===== src/verilog/pst_consts.vh =====
// constants for the ptp system time and timestamp block
// Function
// - keep 64-bit time, stamp frames with it
// - time runs on selected reference clock
// - coarse init loads counter from update value
// - coarse correction adds or subtracts offset once
// - addend accumulates, carry increments time counter
// - accumulator and addend are 32 bits
// - each increment adds sub-second constant 43
// - stamp every received frame into descriptor, except one that starts inside the snapshot gap or has its last descriptor in its start cycle
// - stamp transmit frame at start delimiter
// - 43 nanosecond step in every mode
// - provide pulse-per-second from system time
// - skip snapshot inside four phy plus three ref
// - receive stamp only in last descriptor
`ifndef PST_CONSTS_VH
`define PST_CONSTS_VH
`define PST_TIME_W        64
`define PST_ACC_W         32
`define PST_SUBSEC_INC    32'h0000002B
`define PST_SUBSEC_ROLL   32'h3B9ACA00
`define PST_ADDEND_RST    32'h00000000
`define PST_GAP_PHY       4
`define PST_GAP_REF       3
`define PST_GAP_CYCLES    (`PST_GAP_PHY + `PST_GAP_REF)
`define PST_PPS_NS        32'h05F5E100
`endif


===== src/verilog/pst_snapshot.v =====
// one timestamp capture channel with minimum spacing between snapshots
`timescale 1ns/1ps
`default_nettype none
`include "pst_consts.vh"
module pst_snapshot (
  input  wire        clock,
  input  wire        rst,
  input  wire        sof,
  input  wire        want,
  input  wire        last_desc,
  input  wire [63:0] now,
  output reg  [63:0] stamp_reg,
  output reg         stamp_valid_reg,
  output reg         stamp_skip_reg
);
  reg [3:0] gap_reg;
  reg       pend_reg;
  reg       armed_reg;
  wire      busy = (gap_reg != 4'h0);
  // spacing count kept 32 bits wide, then cut to the counter width on purpose
  localparam integer GAP_LOAD = `PST_GAP_CYCLES;
  wire [31:0] gap_load_w = GAP_LOAD;

  always @(posedge clock or posedge rst) begin
    if (rst) begin
      gap_reg         <= 4'h0;
      pend_reg        <= 1'b0;
      armed_reg       <= 1'b0;
      stamp_reg       <= 64'h0000000000000000;
      stamp_valid_reg <= 1'b0;
      stamp_skip_reg  <= 1'b0;
    end else begin
      stamp_valid_reg <= 1'b0;
      stamp_skip_reg  <= 1'b0;
      if (busy)
        gap_reg <= gap_reg - 4'h1;
      if (sof && want) begin
        if (busy) begin
          stamp_skip_reg <= 1'b1;
        end else begin
          stamp_reg <= now;
          armed_reg <= 1'b1;
          gap_reg   <= gap_load_w[3:0];
        end
      end
      // stamp is delivered only with the frame's last descriptor
      if (last_desc && (armed_reg || (sof && want && !busy))) begin
        pend_reg <= 1'b0;
      end
      if (last_desc && armed_reg) begin
        stamp_valid_reg <= 1'b1;
        armed_reg       <= 1'b0;
      end
    end
  end
endmodule
`default_nettype wire


===== src/verilog/pst_system_time.v =====
// ptp system time counter with coarse and fine correction and frame stamps
`timescale 1ns/1ps
`default_nettype none
`include "pst_consts.vh"
module pst_system_time (
  input  wire        clock,
  input  wire        rst,
  input  wire        use_fabric_ref,
  input  wire        hps_ref_tick,
  input  wire        fabric_ptp_reference_clock,
  input  wire        fine_mode,
  input  wire        init_strobe,
  input  wire        offset_strobe,
  input  wire        offset_subtract,
  input  wire [31:0] update_seconds,
  input  wire [31:0] update_subseconds,
  input  wire        addend_write,
  input  wire [31:0] addend_value,
  input  wire        rx_sof,
  input  wire        rx_last_desc,
  input  wire        tx_sof,
  input  wire        tx_want_stamp,
  input  wire        tx_last_desc,
  output reg  [63:0] system_time_reg,
  output wire [63:0] rx_stamp,
  output wire        rx_stamp_valid,
  output wire        rx_stamp_skip,
  output wire [63:0] tx_stamp,
  output wire        tx_stamp_valid,
  output wire        tx_stamp_skip,
  output reg         pps_reg
);
  // ------------------------------------------------------------
  // reference tick select
  // ------------------------------------------------------------
  // reference clocks arrive as tick levels sampled on clock
  reg  fab_q_reg;
  reg  hps_q_reg;
  wire ref_tick = use_fabric_ref ? (fabric_ptp_reference_clock & ~fab_q_reg)
                                 : (hps_ref_tick & ~hps_q_reg);

  // ------------------------------------------------------------
  // fine accumulator
  // ------------------------------------------------------------
  reg  [31:0] addend_reg;
  reg  [31:0] acc_reg;
  wire [32:0] acc_sum = {1'b0, acc_reg} + {1'b0, addend_reg};
  wire        inc_pulse = fine_mode ? (ref_tick & acc_sum[32]) : ref_tick;

  wire [31:0] sec  = system_time_reg[63:32];
  wire [31:0] sub  = system_time_reg[31:0];
  wire [32:0] sub_inc = {1'b0, sub} + {1'b0, `PST_SUBSEC_INC};
  wire        roll_inc = (sub_inc >= {1'b0, `PST_SUBSEC_ROLL});
  wire [32:0] inc_wrapped = sub_inc - {1'b0, `PST_SUBSEC_ROLL};

  // coarse offset arithmetic with sub-second wrap
  wire [32:0] sub_add = {1'b0, sub} + {1'b0, update_subseconds};
  wire        add_wrap = (sub_add >= {1'b0, `PST_SUBSEC_ROLL});
  wire [32:0] add_wrapped = sub_add - {1'b0, `PST_SUBSEC_ROLL};
  wire        sub_borrow = (sub < update_subseconds);

  reg  [63:0] time_next;
  always @* begin
    time_next = system_time_reg;
    if (init_strobe) begin
      time_next = {update_seconds, update_subseconds};
    end else if (offset_strobe) begin
      if (offset_subtract) begin
        time_next[31:0]  = sub_borrow ? (sub + `PST_SUBSEC_ROLL - update_subseconds)
                                      : (sub - update_subseconds);
        time_next[63:32] = sec - update_seconds - {31'h0, sub_borrow};
      end else begin
        time_next[31:0]  = add_wrap ? add_wrapped[31:0]
                                    : sub_add[31:0];
        time_next[63:32] = sec + update_seconds + {31'h0, add_wrap};
      end
    end else if (inc_pulse) begin
      time_next[31:0]  = roll_inc ? inc_wrapped[31:0]
                                  : sub_inc[31:0];
      time_next[63:32] = sec + {31'h0, roll_inc};
    end
  end

  // ------------------------------------------------------------
  // counter, accumulator and pps
  // ------------------------------------------------------------
  reg [31:0] pps_cnt_reg;
  always @(posedge clock or posedge rst) begin
    if (rst) begin
      fab_q_reg       <= 1'b0;
      hps_q_reg       <= 1'b0;
      addend_reg      <= `PST_ADDEND_RST;
      acc_reg         <= 32'h00000000;
      system_time_reg <= 64'h0000000000000000;
      pps_reg         <= 1'b0;
      pps_cnt_reg     <= 32'h00000000;
    end else begin
      fab_q_reg <= fabric_ptp_reference_clock;
      hps_q_reg <= hps_ref_tick;
      // new addend used from the next tick; acc and time untouched
      if (addend_write)
        addend_reg <= addend_value;
      if (ref_tick && fine_mode)
        acc_reg <= acc_sum[31:0];
      system_time_reg <= time_next;
      // pps high for the first half second of each second
      pps_reg <= (time_next[31:0] < (`PST_SUBSEC_ROLL >> 1));
      pps_cnt_reg <= time_next[63:32];
    end
  end

  // ------------------------------------------------------------
  // frame snapshots
  // ------------------------------------------------------------
  pst_snapshot u_rx (
    .clock           (clock),
    .rst             (rst),
    .sof             (rx_sof),
    .want            (1'b1),
    .last_desc       (rx_last_desc),
    .now             (system_time_reg),
    .stamp_reg       (rx_stamp),
    .stamp_valid_reg (rx_stamp_valid),
    .stamp_skip_reg  (rx_stamp_skip)
  );

  pst_snapshot u_tx (
    .clock           (clock),
    .rst             (rst),
    .sof             (tx_sof),
    .want            (tx_want_stamp),
    .last_desc       (tx_last_desc),
    .now             (system_time_reg),
    .stamp_reg       (tx_stamp),
    .stamp_valid_reg (tx_stamp_valid),
    .stamp_skip_reg  (tx_stamp_skip)
  );
endmodule
`default_nettype wire


===== config.mk =====
export PLATFORM = sky130hd
export DESIGN_NAME = pst_system_time
export DESIGN_NICKNAME = d
export VERILOG_FILES = /design/src/verilog/pst_snapshot.v /design/src/verilog/pst_system_time.v
export VERILOG_INCLUDE_DIRS = /design/src /design/src/verilog
export SDC_FILE = /design/constraint.sdc
export NUM_CORES = 1
export LEC_CHECK = 0
export BUFFER_PORTS_ARGS = -buffer_cell sky130_fd_sc_hd__buf_2
export CORE_UTILIZATION = 50
export CTS_BUF_LIST = sky130_fd_sc_hd__clkbuf_8
export DETAILED_ROUTE_END_ITERATION = 12
export PLACE_DENSITY_LB_ADDON = 0.2
export SLEW_MARGIN = 5
export SYNTH_ARGS = -nofsm -noshare
export SYNTH_HDL_FRONTEND = slang
export SYNTH_SLANG_ARGS = --single-unit

===== constraint.sdc =====
create_clock -name clock -period 8.65 [get_ports clock]
set_clock_uncertainty 0.1 [all_clocks]
set_input_delay 1.2975 -clock clock [delete_from_list [all_inputs] [get_ports clock]]
set_output_delay 1.2975 -clock clock [all_outputs]
set_load 0.005 [all_outputs]

[Word level (Yosys, flattened, before mapping)]
Index checks and enable logic that the tools add are counted.
W data, S select, Z words.
Word-level totals
  bits of input ports: 111
  word-level logic and storage cells: 85
  flip-flop bits (word level): 273
  output and inout port bits: 197
Operators by class
  mux-type cells: 27
  bitwise logic cells: 7
  add/subtract/negate cells: 15
  reduce and logical (&&, ||, !) cells: 13
  equal/unequal tests: 2
  magnitude comparators: 4
Operators with widths (number)
  $mux W64: 4
  $mux W32: 3
  $sub A32 B32 Y32: 3
  $add A32 B32 Y33: 2
  $ge A33 B30 Y1 const B: 2
  $add A32 B1 Y32: 2
  $sub A32 B30 Y32 const B: 2
  $add A32 B6 Y33 const B: 1
  $add A32 B30 Y32 const B: 1
  $add A32 B32 Y32: 1
  $lt A32 B29 Y1 const B: 1
  $lt A32 B32 Y1: 1
  $sub A32 B1 Y32: 1
  $mux W4: 6
  $mux W1: 14
  $reduce_and A2 Y1: 4
  $reduce_bool A4 Y1: 2
  $sub A4 B1 Y4 const B: 2
  $logic_and A1 B1 Y1: 4
  $ne A2 B2 Y1 const B: 2
  $not A1 Y1: 4
  $reduce_bool A2 Y1: 2
  $and A1 B1 Y1: 3
  $reduce_bool A3 Y1: 1

[Logic depth before layout (Yosys ltp)]
  depth after elaboration: 9
  mapped depth: 37
  gate-level depth less buffers: 34

[Modules after synthesis]
From an unflattened synthesis, not the netlist that was laid out.
Unflattened totals
  cells, all modules: 2984
  area, all modules: 25966.2 µm²
By module, submodules not included
  pst_system_time: seq. area each 3278.1 µm², area an instance 19937.9 µm², times used 1, cells each 2654
  pst_snapshot: seq. area each 1776.7 µm², area an instance 3014.1 µm², times used 2, cells each 165

[Worst setup path after synthesis]
Ideal clock, no wire load.
  path kind: in2reg
  start point: input port update_subseconds[4]
  end point: register system_time_reg[58]
  cell stages on the path: 36
  buffers on the path: 3
  arrival: 8168 ps
  required time: 8424 ps
  setup slack: 256 ps
  setup time: 126 ps
  cells stage by stage: inv_1 ha_1 inv_1 fa_1 a21boi_0 o21ai_0 nand4_1 a21oi_1 a31oi_1 o31ai_1 a31oi_1 a21o_1 buf_2 inv_1 clkbuf_1 buf_1 fa_1 ha_1 or2_2 fa_1 nand2b_1 a21oi_1 o21bai_1 a21bo_2 a21o_1 a21o_1 a211oi_1 o41ai_1 nand2_1 a211oi_1 a211oi_1 o21bai_1 a21oi_1 xor2_1 a211oi_1 a221o_1
Between the ends
  longest elaborated chain between the ends: 6
  elaborated cells between the ends (all ways): 8
  classes of those cells: add/sub: 3; order compare: 2; mux: 3
Ends and longest elaborated chain
  start, declared: line pst_system_time.v:16  | input wire [31:0] update_subseconds,
  $add A32 B32 Y33: line pst_system_time.v:57  | wire [32:0] sub_add = {1'b0, sub} + {1'b0, update_subseconds};
  $ge A33 B30 Y1: line pst_system_time.v:58  | wire add_wrap = (sub_add >= {1'b0, `PST_SUBSEC_ROLL});
  $add A32 B1 Y32: line pst_system_time.v:75  | time_next[63:32] = sec + update_seconds + {31'h0, add_wrap};
  $mux W64 (*): line pst_system_time.v:68  | if (offset_subtract) begin
  $mux W64 (*): line pst_system_time.v:67  | end else if (offset_strobe) begin
  $mux W64 (*): line pst_system_time.v:65  | if (init_strobe) begin
  end signal, assigned: line pst_system_time.v:105  | system_time_reg <= time_next;
  end, declared: line pst_system_time.v:24  | output reg [63:0] system_time_reg,
Every way passes the cells marked *; elsewhere a longest branch is shown, timed or not.
A chain may end at the register's enable or synchronous reset.

[Final worst setup path]
Same ends and word-level chain as after synthesis.

==> flow_summary.yaml <==
cells_and_area:
  filler_cell_count: 4601
  drive_gt1_frac: 0.1958
  final_core_util: 0.5830
  multi_input_comb_area_um2: 16800
  seqCellArea_um2: 6832
  nets: 3708
  syn_to_final_growth_pct: 14.19
flow_run:
  cap_violations: 0
die:
  die_w_um: 226.3
  fp.dieArea_um2: 51190
  fp.dieH_um: 226.3
  start_util: 0.5105
  core-area_um2: 49250
  ios: 308
  num_rows: 81
synth:
  synth_area_leaders: "dfrtp_1 27%, ha_1 12%, xnor2_1 7.1%, o21ai_0 4.9%, mux2_2 4.9%"
  yosys.cell_types.count: 110
  synth_top_area_frac: 0.2717
  ys_ff_latch: 273
  synth_edf_count: 0
  syn_area_um2: 25150
  async_flop_share: 1.000
  syn_nets: 3384
  syn_area_per_cell_um2: 8.352
  ys_warn_count: 0
  seq_area_frac_synth: 0.2717
  synth_ff_type: "dfrtp_1"
  syn_inst: 3011
  yosysTopAreaCell: "dfrtp_1"
cts:
  cts_tree: "yes"
  cts_hold_buf: 0
  post-cts-setup-buffers: 0
  cts.path.max_buffers: 3
  worstSkewPairLatency_ns: 0.67
  cts.sinks: 273
  post_cts_resized: 0
  path_clk_slew_ns: 0.06
  htreeDepth: 2
  cts_buffers: 51
  clockRootBuffer: "clkbuf_8"
critical_path:
  cp.required_ns: 9.08
  worstSetupPathType: "input port to register"
  cpMaxStageDelayCell: "fa_1"
  worst_setup_path_start_kind: "input port"
  cp-end-kind: "register"
  critPathMaxFanout: 3
  worstPathArrival_ns: 8.55
  critPathMostFrequentCell: "a211oi_1"
  critPathMaxStageDelay_ns: 0.46
hold_path:
  worstHoldPathType: "register to register"
drt:
  wirelength_um: 90110
  drc: 0
  drt_iter0_markers: 2203
  via_count: 24349
  drt_first_pass_iters: 8
  drtAntennaViolNets: 0
  avgRoutedWirePerCell_um: 22.32
  via_per_inst: 6.030
timing:
  tightest_slew_ns: 1.309
  hold_viol: 0
  fin_crit_sh: 0.9385
  finalMaxSlewViolations: 0
  period_minus_slack_ns: 8.118
  rsz0062_at_grt: "no"
  setup_violations: 0
  fmax_mhz: 123.2
  slew_headroom: 0.1244
  setup-tns-final_ns: 0
global_routing:
  grt_pass1_wl_um: 138100
  grt_usage: 0.3495
  overflow: 0
  grt_max_degree: 76
  grt_pass1_vias: 23819
  antenna_found_initial: 8
power:
  power_density_nw_per_um2: 340.4
  p_leak_nw: 13.33
  vdd_drop_max_mv: 0.1601
placed_design:
  dpl.hpwl_um: 69290
  gp_congestion: 1.041
  port-buffer-count: 307
run_status:
  status: "finished, final reports clean"
through the flow:
step                setup WS (ns)  power [mW]  area [um2]  hold slack (ns)  instances
detailed placement       0.005166       8.347       27680           0.3657       3946
global placement           0.1349       8.241       27680           0.3539       3946
finish                     0.5322       9.774       28710           0.3714       4038
floorplan                  0.2556       6.350       25150           0.3430       3011
global route              0.02333       10.51       28710           0.3847       4036
CTS                        0.6548       9.690       28690           0.3792       4035
metal layers:
| layer | wire length [um] | share of wire | track usage |
|---|---|---|---|
| met1 | 37810 | 0.42 | 0.4491 |
| met2 | 39990 | 0.44 | 0.5467 |
| met3 | 8117 | 0.090 | 0.09200 |
| met4 | 4124 | 0.046 | 0.1624 |
| met5 | 65 | 0.00072 | 0 |
cells in the mapped netlist, types with 29 or more instances:
master,number
dfrtp_1,273
nor3_1,66
o21ai_0,248
o21bai_1,34
o31ai_1,30
o211ai_1,39
nand2b_1,35
nor2_1,190
nand2_1,283
clkbuf_1,79
mux2_2,110
ha_1,237
xor2_1,36
xnor2_1,205
a21o_1,42
a21oi_1,189
a211oi_1,43
a31oi_1,29
nor4_1,30
inv_1,252
nand4_1,29
nand3_1,75
power breakdown:
group / switching, mW / leakage, nW / internal (mW) / total, mW
sequential: 0.417 / 3.33 / 1.75 / 2.17
combinational: 3.71 / 9.44 / 2.61 / 6.33
clock: 0.613 / 0.570 / 0.667 / 1.28
total: 4.74 / 13.3 / 5.03 / 9.77
cell usage in the layout, fill, tap and decap left out, drive strengths merged, types with 60 or more instances in the layout:
master	instances
inv	272
ha	237
buf	399
nand2	283
nor2	192
dfrtp	273
a21oi	194
clkbuf	60
xnor2	206
nand3	76
o21ai	256
mux2	111
nor3	68
cell type report:
class                   count  area share
multi-input cells        2349      0.5851
repair buffers            399     0.07809
well taps                 664     0.02893
clock inverters            29    0.006580
diodes                      3   0.0002614
flip-flops and latches    273      0.2379
clock buffers              60     0.02876
inverters                 261     0.03438
final timing paths:
kind,cells past startpoint,from,slack (ns),end
worst min register to register,2,u_tx.stamp_reg[61]$_DFFE_PP0P_,0.37,u_tx.stamp_reg[61]$_DFFE_PP0P_
worst max register to register,31,system_time_reg[1]$_DFFE_PP0P_,0.66,system_time_reg[60]$_DFFE_PP0P_
worst min-delay path,2,u_tx.stamp_reg[61]$_DFFE_PP0P_,0.37,u_tx.stamp_reg[61]$_DFFE_PP0P_
worst max-delay path,35,update_subseconds[4],0.53,system_time_reg[58]$_DFFE_PP0P_
max in group asynchronous,4,rst,5.96,u_tx.armed_reg$_DFFE_PP0P_
min in group asynchronous,2,rst,0.60,acc_reg[9]$_DFFE_PP0P_
cell families after synthesis:
| logic type | Yosys count | share of synthesized area |
|---|---|---|
| compound gates | 847 | 0.2197 |
| mux | 124 | 0.05488 |
| flops | 273 | 0.2717 |
| buf+inv | 389 | 0.06135 |
| simple gates | 874 | 0.1700 |
| xor+xnor | 242 | 0.08459 |
| fa+ha+maj | 262 | 0.1378 |
critical path: cells and delay by family:
kind	cells	cell delay [ns]
AOI/OAI and AO/OA	20	4.20
xor gates and xnor gates	1	0.17
buffers and inverters	5	0.50
adders and majority gates	5	1.63
and+or+nand+nor	4	0.74
(Power assumes the default switching activity.)
